$ cat config.mk
export PLATFORM = sky130hd
export DESIGN_NAME = mmio_port
export DESIGN_NICKNAME = d
export VERILOG_FILES = /design/src/rtl/mmio_pkg.sv /design/src/rtl/mmio_port.sv
export SDC_FILE = /design/constraint.sdc
export NUM_CORES = 1
export LEC_CHECK = 0
export BUFFER_PORTS_ARGS = -buffer_cell sky130_fd_sc_hd__clkbuf_2
export CAP_MARGIN = 20
export CORE_ASPECT_RATIO = 0.8
export CORE_MARGIN = 2
export CORE_UTILIZATION = 45
export DETAILED_ROUTE_END_ITERATION = 10
export HOLD_SLACK_MARGIN = 0.03
export PLACE_DENSITY = 0.79
export SYNTH_ARGS = -nofsm -noshare
export SYNTH_HDL_FRONTEND = slang
export SYNTH_SLANG_ARGS = --single-unit
$ cat constraint.sdc
create_clock -name ref_clk -period 4.8 [get_ports ref_clk]
set_input_delay 0.72 -clock ref_clk [delete_from_list [all_inputs] [get_ports ref_clk]]
set_output_delay 0.72 -clock ref_clk [all_outputs]
set_load 0.05 [all_outputs]
$ cat src/rtl/mmio_pkg.sv
// Purpose: Constants and carrier types for the multi-mode I/O port block.
// Assumes: 8-bit register bus, one 10 MHz clock.
// Notes: Offsets chosen for direction and select registers are listed in the handover.
package mmio_pkg;
    // ------------------------------------------------------------
    // Register map
    // ------------------------------------------------------------
    localparam int ADDR_W = 8;
    localparam logic [7:0] OFF_DATA_STD = 8'h00; // Standard port data latch
    localparam logic [7:0] OFF_DATA_OD = 8'h05; // Open-drain port data latch
    localparam logic [7:0] OFF_DATA_CMP = 8'h07; // Compare-output port data
    localparam logic [7:0] OFF_DIR_STD = 8'h10; // Standard direction
    localparam logic [7:0] OFF_DIR_CMP = 8'h17; // Compare port direction
    localparam logic [7:0] OFF_SEL_STD = 8'h20; // Upper nibble: peripheral select
    localparam logic [7:0] OFF_SEL_OD = 8'h25; // Open-drain peripheral select
    localparam logic [7:0] OFF_SEL_CMP = 8'h27; // Compare output select
    localparam logic [7:0] OFF_BUS_SEL = 8'h28; // Port-3-like bus signal select
    localparam logic [7:0] OFF_CMP_LVL = 8'h30; // Compare output level bits
    localparam logic [7:0] OFF_STATUS = 8'h38; // Mode status
    localparam logic [7:0] RST_ZERO = 8'h00;
    localparam logic [7:0] RST_ONES = 8'hFF;
    localparam int SEL_LOW = 4; // First peripheral-selectable bit

    // ------------------------------------------------------------
    // Carriers
    // ------------------------------------------------------------
    typedef struct packed {
        logic [7:0] out;
        logic [7:0] oe;
    } mmio_pin_drv_t;

    typedef struct packed {
        logic [7:0] addr;
        logic [7:0] wdata;
        logic wr;
        logic rd;
    } mmio_bus_req_t;

    typedef enum logic [1:0] {
        MMIO_RD_IDLE = 2'b00,
        MMIO_RD_DONE = 2'b01
    } mmio_rd_state_t;
endpackage

$ cat src/rtl/mmio_port.sv
// Purpose: One standard, one open-drain and one compare-output 8-bit port.
// Assumes: Pin inputs synchronous to ref_clk; external bus logic supplies busOut/busOe.
// Notes: Reads answer one cycle after the read strobe; no wait states.
//
// Summary of operation
// - Standard port is GPIO in single-chip mode; in bus mode, pins go to the bus unless bus-selected.
// - In bus mode, bus-select bits return chosen standard pins to GPIO.
// - Upper four standard bits each selectable to peripheral or port.
// - Standard pin is output when its direction bit is 1.
// - Output pin: a data write stores and drives the value.
// - Output pin read returns the latch value seen on the pin.
// - Read-modify-write writes sampled input levels back into input latches.
// - Direction 0 disables the output buffer, pin high impedance.
// - Input pin: data writes are stored, pin unaffected.
// - Input pin read returns the present pin level.
// - Each open-drain pin selectable between peripheral and port.
// - Open-drain latch 0 drives low; latch 1 releases the pin.
// - Open-drain read while outputting returns the pin, matching the latch.
// - Open-drain read-modify-write uses latch contents, not pin levels.
// - Compare port never drives software-written latch data.
// - Compare select register is stored and read back but does not change compare pin ownership.
// - Compare direction 1 enables buffer, drives compare unit's latch.
// - Compare level writes reach the pin only at the next match.
// - Compare port read returns the pin level, i.e. compare output when enabled.
// - Compare direction 0 turns the buffer off, pin high impedance.
// - Each port data latch is one byte in low I/O space, bit n to pin n.
//
// The strobed register port and the register offsets were chosen for this implementation.
`timescale 1ns/10ps
module mmio_port #(
    parameter int WIDTH = 8
) (
    input wire logic ref_clk,
    input wire logic rst,
    // Register bus
    input wire logic [7:0] addr,
    input wire logic [7:0] wdata,
    input wire logic wrStb,
    input wire logic rdStb,
    input wire logic rmwStb,
    output logic [7:0] rdata,
    // Mode and peripheral hand-over
    input wire logic extBusMode,
    input wire logic [7:0] busOut,
    input wire logic [7:0] busOe,
    input wire logic [7:0] periStdOut,
    input wire logic [7:0] periStdOe,
    input wire logic [7:0] periOdOut,
    input wire logic [7:0] cmpMatch,
    // Pins
    input wire logic [7:0] stdPinIn,
    output logic [7:0] stdPinOut,
    output logic [7:0] stdPinOe,
    input wire logic [7:0] odPinIn,
    output logic [7:0] odPinOut,
    output logic [7:0] odPinOe,
    input wire logic [7:0] cmpPinIn,
    output logic [7:0] cmpPinOut,
    output logic [7:0] cmpPinOe
);
    // ------------------------------------------------------------
    // Elaboration check
    // ------------------------------------------------------------
    if (WIDTH != 8)
    begin : g_bad_width
        $error("mmio_port supports byte-wide ports only");
    end

    // ------------------------------------------------------------
    // State
    // ------------------------------------------------------------
    logic [7:0] stdLatch_reg;
    logic [7:0] odLatch_reg;
    logic [7:0] stdDir_reg;
    logic [7:0] cmpDir_reg;
    logic [7:0] stdSel_reg;
    logic [7:0] odSel_reg;
    logic [7:0] cmpSel_reg;
    logic [7:0] busSel_reg;
    logic [7:0] cmpLvl_reg;
    logic [7:0] cmpOut_reg;
    logic [7:0] stdGpio;
    logic [7:0] stdOut_next;
    logic [7:0] stdOe_next;
    logic [7:0] odOut_next;
    logic [7:0] odOe_next;
    logic [7:0] cmpOe_next;
    logic [7:0] rdata_next;
    logic [7:0] stdRd;
    logic [7:0] stdWr_next;
    logic stdWr;
    logic odWr;
    mmio_pkg::mmio_rd_state_t rdState_reg;

    assign stdWr = wrStb && (addr == mmio_pkg::OFF_DATA_STD);
    assign odWr = wrStb && (addr == mmio_pkg::OFF_DATA_OD);

    // ------------------------------------------------------------
    // Pin ownership for the standard port
    // ------------------------------------------------------------
    // A pin is plain GPIO in single-chip mode, or in bus mode when bus-select claims it
    always_comb
    begin
        for (int i = 0; i < WIDTH; i++)
        begin
            stdGpio[i] = !extBusMode || busSel_reg[i];
        end
    end

    // Read view: outputs read latch (same as pin), inputs read the pin
    assign stdRd = (stdDir_reg & stdLatch_reg) | (~stdDir_reg & stdPinIn);

    // Read-modify-write stores the full byte, so inputs get their pin levels
    assign stdWr_next = rmwStb ? ((wdata & stdDir_reg) | (stdRd & ~stdDir_reg))
                               : wdata;

    // ------------------------------------------------------------
    // Data latches
    // ------------------------------------------------------------
    // Latch always stores; pins follow only where the bit drives
    always_ff @(posedge ref_clk or posedge rst)
    begin
        if (rst)
        begin
            stdLatch_reg <= mmio_pkg::RST_ZERO;
        end
        else if (stdWr)
        begin
            stdLatch_reg <= stdWr_next;
        end
    end

    // Input bits keep plain writes; output bits keep the written bit on RMW
    a_std_write_input: assert property (@(posedge ref_clk) disable iff (rst)
        (stdWr && !rmwStb && !stdDir_reg[2]) |=> stdLatch_reg[2] == $past(wdata[2]))
        else $error("input latch write lost");
    a_std_rmw_output: assert property (@(posedge ref_clk) disable iff (rst)
        (stdWr && rmwStb && stdDir_reg[0]) |=> stdLatch_reg[0] == $past(wdata[0]))
        else $error("rmw changed output bit");

    // Open-drain latch resets released; RMW operand is the latch itself
    always_ff @(posedge ref_clk or posedge rst)
    begin
        if (rst)
        begin
            odLatch_reg <= mmio_pkg::RST_ONES;
        end
        else if (odWr)
        begin
            odLatch_reg <= wdata;
        end
    end

    // Modify-write here stores the byte as given, never the pin levels
    a_od_rmw_latch: assert property (@(posedge ref_clk) disable iff (rst)
        (odWr && rmwStb) |=> odLatch_reg == $past(wdata))
        else $error("open drain rmw took pin levels");

    // ------------------------------------------------------------
    // Direction and selection registers
    // ------------------------------------------------------------
    // One register per address; unmapped writes fall through untouched
    always_ff @(posedge ref_clk or posedge rst)
    begin
        if (rst)
        begin
            stdDir_reg <= mmio_pkg::RST_ZERO;
            cmpDir_reg <= mmio_pkg::RST_ZERO;
            stdSel_reg <= mmio_pkg::RST_ZERO;
            odSel_reg <= mmio_pkg::RST_ZERO;
            cmpSel_reg <= mmio_pkg::RST_ZERO;
            busSel_reg <= mmio_pkg::RST_ZERO;
            cmpLvl_reg <= mmio_pkg::RST_ZERO;
        end
        else if (wrStb)
        begin
            case (addr)
                mmio_pkg::OFF_DIR_STD: stdDir_reg <= wdata;
                mmio_pkg::OFF_DIR_CMP: cmpDir_reg <= wdata;
                // Only the upper nibble can be handed to a peripheral
                mmio_pkg::OFF_SEL_STD:
                    stdSel_reg <= wdata & (mmio_pkg::RST_ONES << mmio_pkg::SEL_LOW);
                mmio_pkg::OFF_SEL_OD: odSel_reg <= wdata;
                mmio_pkg::OFF_SEL_CMP: cmpSel_reg <= wdata;
                mmio_pkg::OFF_BUS_SEL: busSel_reg <= wdata;
                mmio_pkg::OFF_CMP_LVL: cmpLvl_reg <= wdata;
                default: ;
            endcase
        end
    end

    // ------------------------------------------------------------
    // Compare output latches
    // ------------------------------------------------------------
    // Level bits are armed now but only land on a match, per bit
    genvar g;
    generate
        for (g = 0; g < WIDTH; g++)
        begin : g_cmp
            always_ff @(posedge ref_clk or posedge rst)
            begin
                if (rst)
                begin
                    cmpOut_reg[g] <= 1'b0;
                end
                else if (cmpMatch[g])
                begin
                    cmpOut_reg[g] <= cmpLvl_reg[g];
                end
            end
        end
    endgenerate

    // A match loads the armed level bit
    a_cmp_match_load: assert property (@(posedge ref_clk) disable iff (rst)
        cmpMatch[3] |=> cmpOut_reg[3] == $past(cmpLvl_reg[3]))
        else $error("compare level not loaded on match");

    // ------------------------------------------------------------
    // Pin drive
    // ------------------------------------------------------------
    // Owner per pin: bus, then peripheral, then the port itself
    always_comb
    begin
        for (int i = 0; i < WIDTH; i++)
        begin
            if (!stdGpio[i])
            begin
                stdOut_next[i] = busOut[i];
                stdOe_next[i] = busOe[i];
            end
            else if (stdSel_reg[i])
            begin
                stdOut_next[i] = periStdOut[i];
                stdOe_next[i] = periStdOe[i];
            end
            else
            begin
                stdOut_next[i] = stdLatch_reg[i];
                stdOe_next[i] = stdDir_reg[i];
            end
            // Open drain: only ever pull low, never drive high
            odOut_next[i] = 1'b0;
            odOe_next[i] = odSel_reg[i] ? !periOdOut[i] : !odLatch_reg[i];
            // Compare port carries compare state only, never a software latch
            cmpOe_next[i] = cmpDir_reg[i];
        end
    end

    // Pads see only flop outputs, so decode glitches never reach the board
    always_ff @(posedge ref_clk or posedge rst)
    begin
        if (rst)
        begin
            stdPinOut <= mmio_pkg::RST_ZERO;
            stdPinOe <= mmio_pkg::RST_ZERO;
            odPinOut <= mmio_pkg::RST_ZERO;
            odPinOe <= mmio_pkg::RST_ZERO;
            cmpPinOut <= mmio_pkg::RST_ZERO;
            cmpPinOe <= mmio_pkg::RST_ZERO;
        end
        else
        begin
            stdPinOut <= stdOut_next;
            stdPinOe <= stdOe_next;
            odPinOut <= odOut_next;
            odPinOe <= odOe_next;
            cmpPinOut <= cmpOut_reg;
            cmpPinOe <= cmpOe_next;
        end
    end

    // Handed-over pins follow their owners one edge later
    a_std_peri_drive: assert property (@(posedge ref_clk) disable iff (rst)
        (stdGpio[5] && stdSel_reg[5])
        |=> (stdPinOut[5] == $past(periStdOut[5]) && stdPinOe[5] == $past(periStdOe[5])))
        else $error("peripheral pin not handed over");
    a_bus_sel_gpio: assert property (@(posedge ref_clk) disable iff (rst)
        (extBusMode && busSel_reg[1])
        |=> (stdPinOe[1] == $past(stdDir_reg[1]) && stdPinOut[1] == $past(stdLatch_reg[1])))
        else $error("bus-selected pin not returned to port");
    a_od_one_release: assert property (@(posedge ref_clk) disable iff (rst)
        (!odSel_reg[3] && odLatch_reg[3]) |=> !odPinOe[3])
        else $error("open drain one not released");
    a_od_peri_drive: assert property (@(posedge ref_clk) disable iff (rst)
        odSel_reg[2] |=> (odPinOe[2] == !$past(periOdOut[2])))
        else $error("open drain peripheral not followed");
    a_cmp_drive_level: assert property (@(posedge ref_clk) disable iff (rst)
        cmpDir_reg[1] |=> (cmpPinOe[1] && cmpPinOut[1] == $past(cmpOut_reg[1])))
        else $error("compare pin not driving compare latch");

    // ------------------------------------------------------------
    // Read path
    // ------------------------------------------------------------
    // Unmapped addresses read as zero
    always_comb
    begin
        case (addr)
            mmio_pkg::OFF_DATA_STD: rdata_next = stdRd;
            mmio_pkg::OFF_DATA_OD: rdata_next = odPinIn;
            // Pin level; with buffer on this is the compare output
            mmio_pkg::OFF_DATA_CMP: rdata_next = cmpPinIn;
            mmio_pkg::OFF_DIR_STD: rdata_next = stdDir_reg;
            mmio_pkg::OFF_DIR_CMP: rdata_next = cmpDir_reg;
            mmio_pkg::OFF_SEL_STD: rdata_next = stdSel_reg;
            mmio_pkg::OFF_SEL_OD: rdata_next = odSel_reg;
            mmio_pkg::OFF_SEL_CMP: rdata_next = cmpSel_reg;
            mmio_pkg::OFF_BUS_SEL: rdata_next = busSel_reg;
            mmio_pkg::OFF_CMP_LVL: rdata_next = cmpLvl_reg;
            mmio_pkg::OFF_STATUS: rdata_next = {7'h00, extBusMode};
            default: rdata_next = mmio_pkg::RST_ZERO;
        endcase
    end

    // Read data stands only in the cycle after the strobe
    always_ff @(posedge ref_clk or posedge rst)
    begin
        if (rst)
        begin
            rdata <= mmio_pkg::RST_ZERO;
            rdState_reg <= mmio_pkg::MMIO_RD_IDLE;
        end
        else
        begin
            rdata <= rdStb ? rdata_next : mmio_pkg::RST_ZERO;
            rdState_reg <= rdStb ? mmio_pkg::MMIO_RD_DONE : mmio_pkg::MMIO_RD_IDLE;
        end
    end

    // Read data is zero outside the answer cycle; open-drain and compare ports read the pins, standard outputs read the latch
    a_read_idle_zero: assert property (@(posedge ref_clk) disable iff (rst)
        (rdState_reg == mmio_pkg::MMIO_RD_IDLE) |-> (rdata == mmio_pkg::RST_ZERO))
        else $error("read data outside answer cycle");
    a_std_output_read: assert property (@(posedge ref_clk) disable iff (rst)
        (rdStb && addr == mmio_pkg::OFF_DATA_STD && stdDir_reg[3])
        |=> rdata[3] == $past(stdLatch_reg[3]))
        else $error("output read not latch value");
    a_od_read_pin: assert property (@(posedge ref_clk) disable iff (rst)
        (rdStb && addr == mmio_pkg::OFF_DATA_OD) |=> rdata == $past(odPinIn))
        else $error("open drain read not pin level");
    a_cmp_read_pin: assert property (@(posedge ref_clk) disable iff (rst)
        (rdStb && addr == mmio_pkg::OFF_DATA_CMP) |=> rdata == $past(cmpPinIn))
        else $error("compare read not pin level");

    // ------------------------------------------------------------
    // Checks
    // ------------------------------------------------------------
    a_std_input_hiz: assert property (@(posedge ref_clk) disable iff (rst)
        (!stdDir_reg[0] && stdGpio[0] && !stdSel_reg[0]) |=> !stdPinOe[0])
        else $error("input standard pin driven");
    a_std_output_drive: assert property (@(posedge ref_clk) disable iff (rst)
        (stdDir_reg[1] && stdGpio[1] && !stdSel_reg[1])
        |=> (stdPinOe[1] && stdPinOut[1] == $past(stdLatch_reg[1])))
        else $error("output pin not showing latch");
    a_bus_owns_pins: assert property (@(posedge ref_clk) disable iff (rst)
        (extBusMode && !busSel_reg[2]) |=> (stdPinOe[2] == $past(busOe[2])))
        else $error("bus pin not handed over");
    a_od_never_high: assert property (@(posedge ref_clk) disable iff (rst)
        odPinOe[3] |-> !odPinOut[3])
        else $error("open drain driving high");
    a_od_low_on_zero: assert property (@(posedge ref_clk) disable iff (rst)
        (!odSel_reg[4] && !odLatch_reg[4]) |=> odPinOe[4])
        else $error("open drain zero not pulled low");
    a_cmp_match_only: assert property (@(posedge ref_clk) disable iff (rst)
        !cmpMatch[5] |=> $stable(cmpOut_reg[5]))
        else $error("compare level moved without match");
    a_cmp_dir_zero: assert property (@(posedge ref_clk) disable iff (rst)
        !cmpDir_reg[6] |=> !cmpPinOe[6])
        else $error("compare input pin driven");
    a_std_rmw_input: assert property (@(posedge ref_clk) disable iff (rst)
        (stdWr && rmwStb && !stdDir_reg[7]) |=> stdLatch_reg[7] == $past(stdPinIn[7]))
        else $error("rmw lost input level");
    a_read_timing: assert property (@(posedge ref_clk) disable iff (rst)
        (rdStb && addr == mmio_pkg::OFF_DATA_STD && !stdDir_reg[0])
        |=> rdata[0] == $past(stdPinIn[0]))
        else $error("input read wrong");
endmodule // mmio_port

# After elaboration in Yosys (flattened, before gate mapping)
# Index checks and enable logic that the tools add are counted.
# totals
regBits,124
input_bits,94
out_inout_bits,56
# classes
reduce_logical,35
mux,35
bitwise_logic,7
n_eq_ne,10
# ops
op,count
$pmux 8 s11,1
$eq 8x6->1 const B,6
$and 8x8->8,4
$mux 1,32
$logic_not 1->1,17
$eq 8x3->1 const B,2
$eq 8x5->1 const B,2
$mux 8,2
$or 8x8->8,2
$reduce_and 2->1,7
$logic_not 8->1,1
$logic_or 1x1->1,8
$not 8->8,1
$logic_and 1x1->1,2

# Depth between registers and ports, before layout
# Gate-level depths: netlist of run 1.
# depth
word_depth,6
mapped_depth,7
depth_no_buf,5

# Worst setup path after synthesis of run 1
# No wires, ideal clock.
# synth_path
kind,in2reg
start,in addr[0]
end,reg cmpDir_reg[0]
stages,7
setup_slack_ns,2.717
t_arrival_ns,1.958
cell_sequence,buf_2 > and3b_1 > clkbuf_2 > nand2_1 > nor2_1 > nand2_1 > mux2_2
# synth_between
elab_chain_cells,2
# synth_rtl
element,line,source
from (decl),mmio_port.sv:36,"input wire logic [7:0] addr,"
$eq 8x5->1,mmio_port.sv:177,case (addr)
$reduce_and 2->1 (no source line),--,
to (signal assigned),mmio_port.sv:168,cmpDir_reg <= mmio_pkg::RST_ZERO;
to (signal assigned),mmio_port.sv:179,mmio_pkg::OFF_DIR_CMP: cmpDir_reg <= wdata;
to (decl),mmio_port.sv:75,logic [7:0] cmpDir_reg;
# Every way passes these cells.
# A chain may end at the register's enable or synchronous reset.

# Final worst setup path of run 1
# layout_path
start,in addr[5]
end,reg busSel_reg[6]
# layout_between
elab_chain_cells,2
# layout_rtl
element,line,source
$eq 8x6->1,mmio_port.sv:177,
$reduce_and 2->1 (no source line),--,
to (signal assigned),mmio_port.sv:172,busSel_reg <= mmio_pkg::RST_ZERO;
to (signal assigned),mmio_port.sv:185,mmio_pkg::OFF_BUS_SEL: busSel_reg <= wdata;
to (decl),mmio_port.sv:79,logic [7:0] busSel_reg;
# Every way passes these cells.

==> results of run 1 <==
==> synthesized netlist by cell type <==
| library cell | count |
|---|---|
| dfrtp_1 | 116 |
| nor4_4 | 2 |
| nor3b_1 | 1 |
| inv_1 | 5 |
| conb_1 | 1 |
| buf_2 | 11 |
| a221oi_1 | 2 |
| a22o_1 | 2 |
| a211oi_1 | 2 |
| nand2b_1 | 6 |
| nor4b_2 | 1 |
| o21ai_0 | 19 |
| buf_4 | 8 |
| and4bb_1 | 1 |
| nand2_1 | 33 |
| mux2i_1 | 31 |
| a32o_1 | 5 |
| a21oi_1 | 17 |
| a22oi_1 | 4 |
| and3_1 | 1 |
| nand4_1 | 3 |
| o21bai_1 | 1 |
| and4b_1 | 1 |
| a21boi_0 | 3 |
| nor3_1 | 4 |
| nor3_2 | 2 |
| clkbuf_2 | 1 |
| nand3_1 | 9 |
| nand3b_1 | 1 |
| dfstp_2 | 8 |
| nor2_1 | 16 |
| clkbuf_1 | 7 |
| and2_1 | 1 |
| a31oi_1 | 9 |
| a32oi_1 | 6 |
| nand4_2 | 1 |
| o22ai_1 | 5 |
| o211ai_1 | 4 |
| nor2b_1 | 13 |
| nand3_2 | 4 |
| a21o_1 | 1 |
| and3b_1 | 1 |
| mux2_2 | 80 |
==> how the worst max path moves through the flow <==
stage	endpoint	slack, ns	cells past startpoint	from
2_1_floorplan	busSel_reg[0]$_DFFE_PP0P_	0.79	1	rst
3_3_place_gp	busSel_reg[3]$_DFFE_PP0P_	1.89	5	addr[5]
3_5_place_dp	busSel_reg[6]$_DFFE_PP0P_	1.76	5	addr[5]
4_1_cts	busSel_reg[6]$_DFFE_PP0P_	2.21	5	addr[5]
5_1_grt	busSel_reg[1]$_DFFE_PP0P_	2.03	5	addr[5]
6_report	busSel_reg[6]$_DFFE_PP0P_	2.12	5	addr[5]
==> cell families after synthesis <==
| family | Yosys count |
|---|---|
| simple gates | 101 |
| other cells | 1 |
| compound gates | 80 |
| buf+inv | 32 |
| flops | 124 |
| mux | 111 |
==> area by class of cell <==
type | instances | area share [%]
clock buffer | 23 | 7.04
tap | 152 | 2.74
inverter | 5 | 0.307
multi-input combinational | 300 | 33.7
clock inverter | 8 | 1.30
timing repair buffer | 137 | 10.0
sequential | 124 | 44.9
==> cell usage in the layout, fill, tap and decap left out, types with 5 or more instances in the layout <==
cell       instances
o21ai_0           19
o22ai_1            5
clkinv_2           6
a32o_1             5
dfstp_2            8
a31oi_1            9
mux2_2            80
clkbuf_2         133
nor2b_1           13
nand2_1           33
conb_1             8
nand2b_1           6
nand3_1            9
a21oi_1           17
mux2i_1           31
a32oi_1            6
clkbuf_16         17
dfrtp_1          116
nor2_1            16
==> report_power, final <==
part,switching [mW],internal [mW]
clock network,0.445,0.809
logic,0.199,0.0962
registers,0.0330,1.10
==> worst register-to-register path: stages (launching register included) <==
cell,delay [ns]
dfrtp_1,0.42
nor3b_1,0.26
a21oi_1,0.09
o21ai_0,0.33
a32oi_1,0.10
a31oi_1,0.25
==> stage by stage <==
stage / power, mW / cells
finish: 2.68 / 749
global route: 2.78 / 749
CTS: 2.70 / 749
detailed placement: 1.44 / 718
global placement: 1.43 / 718
floorplan: 1.34 / 456
==> metal layers <==
layer | part of all wire [%] | wire length, um
met1 | 42 | 6440
met2 | 46 | 7070
met3 | 11 | 1630
met4 | 2.1 | 318
met5 | 0 | 0
==> run_results.csv, run 1 <==
group,metric,value,unit
outcome,outcome,"finished, final reports clean",
run,cap_violations,0,
floorplan,io_pins,150,
place,place_hpwl,10700,um
worst_setup_path,start_kind,"input port",
worst_setup_path,cp-end-kind,"register",
global_route,grt-busiest-layer,"met2",
routing,wl_per_cell,20.6,um
sta,timing.fmax,0.373,GHz
place,dp_slack,1.76,ns
global_route,grt_usage,24.7,%
global_route,grt_antenna_before_repair,0,
synthesis,ys_seq_elements,124,
worst_setup_path,crit_path_top_delay_cell,"nand4_1",
worst_setup_path,cp_cell_sequence,"clkbuf_2, nor4b_2, buf_4, nand4_1, mux2_2",
pwr,power_density,387,nW/um2
synthesis,synth-compound-area-share,9.27,%
worst_setup_path,r2r_slack,3.25,ns
floorplan,die_x,129,um
clock_network,cts_resized,0,
routing,antenna_left,0,
pwr,vdd_drop_max,234,uV
worst_setup_path,crit_path_max_fanout,22,
floorplan,dieArea,13300,um2
synthesis,synth_top_area_share,52.0,%
clock_network,cts_buffers,17,
synthesis,synthMuxAreaShare,21.7,%
global_route,met3_usage,8.42,%
synthesis,synth_adder_area_share,0,%
routing,drc,0,
clock_network,clock_latency,0.42,ns
worst_setup_path,arrival,2.98,ns
final_layout,final.fill_count,1028,
sta,worst_slack,2.12,ns
sta,worst_pin_slew,0.755,ns
final_layout,layout-drive-gt1-share,44.4,%
synthesis,synth_top_family_by_area,"multiplexers",
clock_network,root_buffer,"clkbuf_16",
final_layout,utilization,57.0,%
sta,period_needed,2.68,ns
clock_network,cts_setup_buffers,0,
sta,rsz0062_at_grt,"false",
sta,period_share,55.8,%
global_route,grt_max_degree,49,
floorplan,start_util,45.9,%
worst_setup_path,crit_buf_inv,2,
sta,setup_viol,0,
clock_network,numClockSinks,124,
floorplan,core-area,12200,um2
synthesis,synth.area.top_cells,"dfrtp_1 52%, mux2_2 16%, mux2i_1 5.6%",
clock_network,clk_pin_slew,0.05,ns
synthesis,synth_area,5590,um2
worst_setup_path,path_delay_family,"simple AND/OR/NAND/NOR gates",
sta,slew_violations,0,
worst_setup_path,criticalPathCategory,"in -> reg",
place,placed_area,6350,um2
routing,via_per_inst,5.64,
sta,hold_violations,0,
clock_network,cts.path.max_buffers,2,
synthesis,syn_area_per_cell,12.4,um2
pwr,leakagePower,3.35,nW
global_route,global_route.usage.met1,33.9,%
sta,whs,0.360,ns
sta,totalNegativeSetupSlack,0,ns
synthesis,synth-xor-area-share,0,%
clock_network,hold_buffers,0,
final_layout,finalNetCount,679,
clock_network,cts_tree,"done",
final_layout,antennaDiodeCount,0,
sta,relSlewSlack,49.3,%
global_route,grt_overflow,0,
routing,drt_iter0_drc,311,
place,place.port_buffers,133,
global_route,grt_pass1_vias,4420,
hold_path,hold_class,"in -> async",
final_layout,final_design_area_no_fill,6930,um2
final_layout,synthToLayoutAreaGrowth,24.1,%
worst_setup_path,worstPathRequired,5.11,ns
routing,drtPass1Iterations,5,
synthesis,synth_top_area_cell,"dfrtp_1",
worst_setup_path,r2r_start,"stdDir_reg[7]$_DFFE_PP0P_",
worst_setup_path,r2r_end,"rdata[7]$_DFF_PP0_",
sta,skew,0.00559,ns
global_route,grt_pass1_wl,24500,um
synthesis,synth-simple-area-share,10.3,%
synthesis,yosysUniqueCellTypes,43,
clock_network,htree_levels,4,
routing,vias,4228,
synthesis,yosysSeqAreaShare,55.7,%
floorplan,die_y,104,um
final_layout,multi_input_area,2330,um2
routing,drt_wl_total,15500,um
place,globalplace.congestion,0.893,
synthesis,synthCells,449,
global_route,use_met2,36.3,%
floorplan,row_count,36,
final_layout,seqCellArea,3110,um2
worst_setup_path,cpPeakStageDelay,0.52,ns
synthesis,synth_warnings,0,
worst_setup_path,reg2reg_depth,5,
(Power assumes the default switching activity.)
==> run 2, diff against run 1 <==
- clock period: 4.8 -> 2.5 ns (I/O delays scaled with it)
==> run 2 against run 1 <==
Register-to-register slack lost 2.1 ns. Global-route usage shrank 0.62 points. Routed wire length shrank 0.72%. Flip-flop and latch count is the same. Largest power group unchanged.
==> run_results.csv, run 2 (synthesis results as in run 1) <==
group,metric,value,unit
worst_setup_path,r2r_end,"rdata[7]$_DFF_PP0_",
routing,wl_per_cell,20.0,um
floorplan,die_x,129,um
place,globalplace.congestion,0.887,
global_route,grt_usage,24.1,%
pwr,vdd_drop_max,507,uV
worst_setup_path,cp-end-kind,"register",
floorplan,row_count,36,
clock_network,cts.path.max_buffers,2,
sta,period_needed,1.76,ns
final_layout,layout-drive-gt1-share,46.4,%
clock_network,hold_buffers,0,
final_layout,final_design_area_no_fill,7160,um2
worst_setup_path,criticalPathCategory,"in -> reg",
outcome,outcome,"finished, final reports clean",
place,place_hpwl,11100,um
floorplan,io_pins,150,
sta,relSlewSlack,55.0,%
worst_setup_path,r2r_slack,1.13,ns
worst_setup_path,crit_path_max_fanout,9,
clock_network,htree_levels,4,
worst_setup_path,reg2reg_depth,5,
worst_setup_path,r2r_start,"stdDir_reg[7]$_DFFE_PP0P_",
floorplan,die_y,104,um
sta,timing.fmax,0.568,GHz
hold_path,hold_class,"in -> async",
clock_network,cts_setup_buffers,0,
clock_network,cts_tree,"done",
final_layout,final.fill_count,983,
clock_network,clock_latency,0.42,ns
routing,drc,0,
final_layout,layout_common_cells,"133 x clkbuf_2, 116 x dfrtp_1, 80 x mux2_2",
pwr,power,5.43,mW
final_layout,final_common_cell,"clkbuf_2",
sta,whs,0.0897,ns
clock_network,root_buffer,"clkbuf_16",
sta,totalNegativeSetupSlack,0,ns
final_layout,finalNonFillerCells,769,
routing,vias,4208,
global_route,grt_pass1_wl,24100,um
sta,hold_violations,0,
global_route,grt_antenna_before_repair,0,
global_route,grt_pass1_vias,4436,
pwr,power_density,759,nW/um2
sta,period_share,70.4,%
sta,skew,0.00597,ns
place,place.port_buffers,133,
worst_setup_path,arrival,2.07,ns
sta,setup_viol,0,
run,cap_violations,0,
final_layout,synthToLayoutAreaGrowth,28.2,%
worst_setup_path,start_kind,"input port",
floorplan,dieArea,13300,um2
clock_network,cts_resized,0,
global_route,grt_overflow,0,
worst_setup_path,crit_end,"cmpDir_reg[2]$_DFFE_PP0P_",
clock_network,cts_buffers,17,
routing,antenna_left,0,
sta,rsz0062_at_grt,"false",
clock_network,clk_pin_slew,0.06,ns
clock_network,numClockSinks,124,
worst_setup_path,crit_path_start,"addr[5]",
routing,drt_wl_total,15300,um
pwr,leakagePower,3.46,nW
routing,drt_iter0_drc,319,
place,placed_area,6510,um2
floorplan,start_util,45.9,%
floorplan,core-area,12200,um2
worst_setup_path,worstPathRequired,2.81,ns
final_layout,antennaDiodeCount,0,
routing,drtPass1Iterations,4,
sta,slew_violations,0,
sta,worst_pin_slew,0.676,ns
place,dpl.cell_count,737,
routing,via_per_inst,5.47,
global_route,grt_max_degree,125,
final_layout,finalNetCount,698,
==> run 2: worst max-delay path, stage by stage <==
cell	delay [ns]
clkbuf_2	0.18
nor3_2	0.42
nand2_1	0.23
nor2_1	0.23
nand2_1	0.28
mux2_2	0.36
==> run 2: per-layer routing <==
metal,vias to the layer above,global-route usage [%],share of wire [%]
li1,1942,-,-
met1,2078,34.3,44
met2,160,35.0,46
met3,28,6.92,7.3
met4,0,9.47,2.1
met5,-,0,0
==> run 2: worst min path at each step <==
stage                                         start                     end  cells after the start
final                                           rst    odPinOe[4]$_DFF_PP0_                      3
after global routing                   periOdOut[6]    odPinOe[6]$_DFF_PP0_                      2
after CTS                              periOdOut[4]    odPinOe[4]$_DFF_PP0_                      2
after detailed placement  cmpOut_reg[7]$_DFFE_PP0P_  cmpPinOut[7]$_DFF_PP0_                      0
after global placement    cmpOut_reg[3]$_DFFE_PP0P_  cmpPinOut[3]$_DFF_PP0_                      0
after floorplan           cmpOut_reg[0]$_DFFE_PP0P_  cmpPinOut[0]$_DFF_PP0_                      0
==> run 2: through the flow <==
step           util [%]  setup slack (ns)
6_report           58.9             0.740
3_3_place_gp       53.5             0.386
5_1_grt            58.9             0.611
3_5_place_dp       53.5             0.311
2_1_floorplan         -             0.606
4_1_cts            58.9             0.755
==> run 2: area by class of cell <==
class | count | area, um2 | share of cell area [%]
timing repair buffer | 156 | 851 | 11.9
inverter | 5 | 22.5 | 0.315
tap | 152 | 190 | 2.66
clock inverter | 12 | 193 | 2.69
clock buffer | 20 | 457 | 6.38
multi-input combinational | 300 | 2330 | 32.6
sequential | 124 | 3110 | 43.5
==> run 2: where the power goes <==
part,internal [mW],switching [mW],leakage (nW),total [mW]
Sequential,2.11,0.0620,1.63,2.17
Clock,1.81,0.871,0.312,2.68
Combinational,0.195,0.384,1.52,0.580
Total,4.12,1.32,3.46,5.43
==> run 3, diff against run 2 <==
- clock period: 2.5 -> 1.8 ns (I/O delays scaled with it)
==> run 3 against run 2 <==
Via count grew 5.2%. Clock power is 31% higher. Power up 36%. Critical endpoint is now rdata[5]$_DFF_PP0_.
==> run_results.csv, run 3 (synthesis results as in run 1) <==
group,metric,value,unit
final_layout,utilization,60.1,%
worst_setup_path,criticalPathCategory,"in -> reg",
final_layout,antennaDiodeCount,0,
routing,via_per_inst,5.59,
final_layout,final_common_cell,"clkbuf_2",
worst_setup_path,worstPathRequired,2.11,ns
outcome,outcome,"finished, final reports clean",
clock_network,numClockSinks,124,
run,cap_violations,0,
routing,vias,4425,
routing,drt_iter0_drc,404,
floorplan,start_util,45.9,%
clock_network,cts.path.max_buffers,2,
place,place_hpwl,11200,um
worst_setup_path,cp-end-kind,"register",
floorplan,die_y,104,um
final_layout,finalNetCount,721,
final_layout,layout_common_cells,"133 x clkbuf_2, 116 x dfrtp_1, 80 x mux2_2",
sta,hold_violations,0,
sta,skew,0.00802,ns
sta,totalNegativeSetupSlack,0,ns
final_layout,final.fill_count,975,
sta,timing.fmax,0.720,GHz
clock_network,htree_levels,4,
global_route,grt_usage,23.9,%
floorplan,io_pins,150,
global_route,grt_overflow,0,
pwr,vdd_drop_max,683,uV
place,globalplace.congestion,0.931,
global_route,grt_max_degree,70,
global_route,grt_pass1_vias,4417,
global_route,grt_pass1_wl,24000,um
clock_network,cts_tree,"done",
place,place.port_buffers,133,
sta,rsz0062_at_grt,"false",
worst_setup_path,crit_path_start,"addr[2]",
routing,wl_per_cell,19.3,um
floorplan,dieArea,13300,um2
routing,drt_wl_total,15300,um
clock_network,root_buffer,"clkbuf_16",
clock_network,clk_pin_slew,0.05,ns
worst_setup_path,r2r_end,"rdata[7]$_DFF_PP0_",
pwr,power,7.38,mW
sta,slew_violations,0,
routing,antenna_left,0,
worst_setup_path,arrival,1.70,ns
clock_network,cts_setup_buffers,0,
worst_setup_path,start_kind,"input port",
worst_setup_path,r2r_start,"stdDir_reg[7]$_DFFE_PP0P_",
sta,period_share,77.2,%
worst_setup_path,crit_path_max_fanout,9,
worst_setup_path,crit_end,"rdata[5]$_DFF_PP0_",
routing,drc,0,
final_layout,layout-drive-gt1-share,46.9,%
sta,period_needed,1.39,ns
routing,drtPass1Iterations,5,
floorplan,row_count,36,
pwr,power_density,1010,nW/um2
clock_network,clock_latency,0.42,ns
clock_network,cts_buffers,17,
final_layout,synthToLayoutAreaGrowth,30.9,%
global_route,grt_antenna_before_repair,0,
pwr,leakagePower,3.56,nW
sta,setup_viol,0,
floorplan,core-area,12200,um2
hold_path,hold_class,"in -> reg",
floorplan,die_x,129,um
worst_setup_path,reg2reg_depth,5,
worst_setup_path,r2r_slack,0.47,ns
## run 3: how the worst min path moves through the flow
stage / from / end / slack [ns] / cells after the start
finish: periOdOut[4] / odPinOe[4]$_DFF_PP0_ / 0.04 / 2
global route: periOdOut[4] / odPinOe[4]$_DFF_PP0_ / 0.05 / 2
CTS: periOdOut[0] / odPinOe[0]$_DFF_PP0_ / 0.03 / 2
detailed placement: rst / odPinOe[5]$_DFF_PP0_ / 0.25 / 2
global placement: rst / odPinOe[5]$_DFF_PP0_ / 0.24 / 2
floorplan: cmpOut_reg[0]$_DFFE_PP0P_ / cmpPinOut[0]$_DFF_PP0_ / 0.35 / 0
## run 3: metrics by stage
step	std cells	setup WS (ns)	area [um2]	hold WS, ns
2_1_floorplan	456	0.0112	5620	0.350
3_3_place_gp	756	0.0503	6670	0.241
3_5_place_dp	756	0.0149	6670	0.248
4_1_cts	792	0.446	7310	0.0314
5_1_grt	792	0.339	7310	0.0530
6_report	792	0.411	7310	0.0385
## run 3: where the power goes
part,switching [mW],internal [mW]
registers,0.0875,2.93
logic,0.540,0.296
clock network,1.18,2.34
## run 3: critical path: stages
cell and delay [ns]:
clkbuf_2 0.19, nor3_2 0.38, buf_4 0.23, nand2_1 0.06, a21o_1 0.32, a31oi_1 0.26
## run 3: per-layer routing
| metal | vias to the layer above | part of all wire [%] | track usage [%] | routed length, um |
|---|---|---|---|---|
| met4 | 0 | 1.4 | 8.46 | 221 |
| met3 | 24 | 8.0 | 6.66 | 1220 |
| li1 | 1987 | - | - | - |
| met2 | 212 | 46 | 36.2 | 7100 |
| met1 | 2202 | 44 | 33.2 | 6760 |
| met5 | - | 0 | 0 | 0 |
## run 3: what timing repair did
item / 4_1_cts / 5_1_grt
hold endpoints to repair: 12 / 0
gates resized for setup: 0 / 0
hold buffers: 4 / 0
## run 3: final cells by class
class | instances | area [um2] | share of cell area (%)
clock inverter | 8 | 143 | 1.95
clock buffer | 24 | 462 | 6.32
sequential | 124 | 3110 | 42.6
multi-input combinational | 300 | 2330 | 31.9
inverter | 5 | 22.5 | 0.308
timing repair buffer | 179 | 1050 | 14.3
tap | 152 | 190 | 2.60
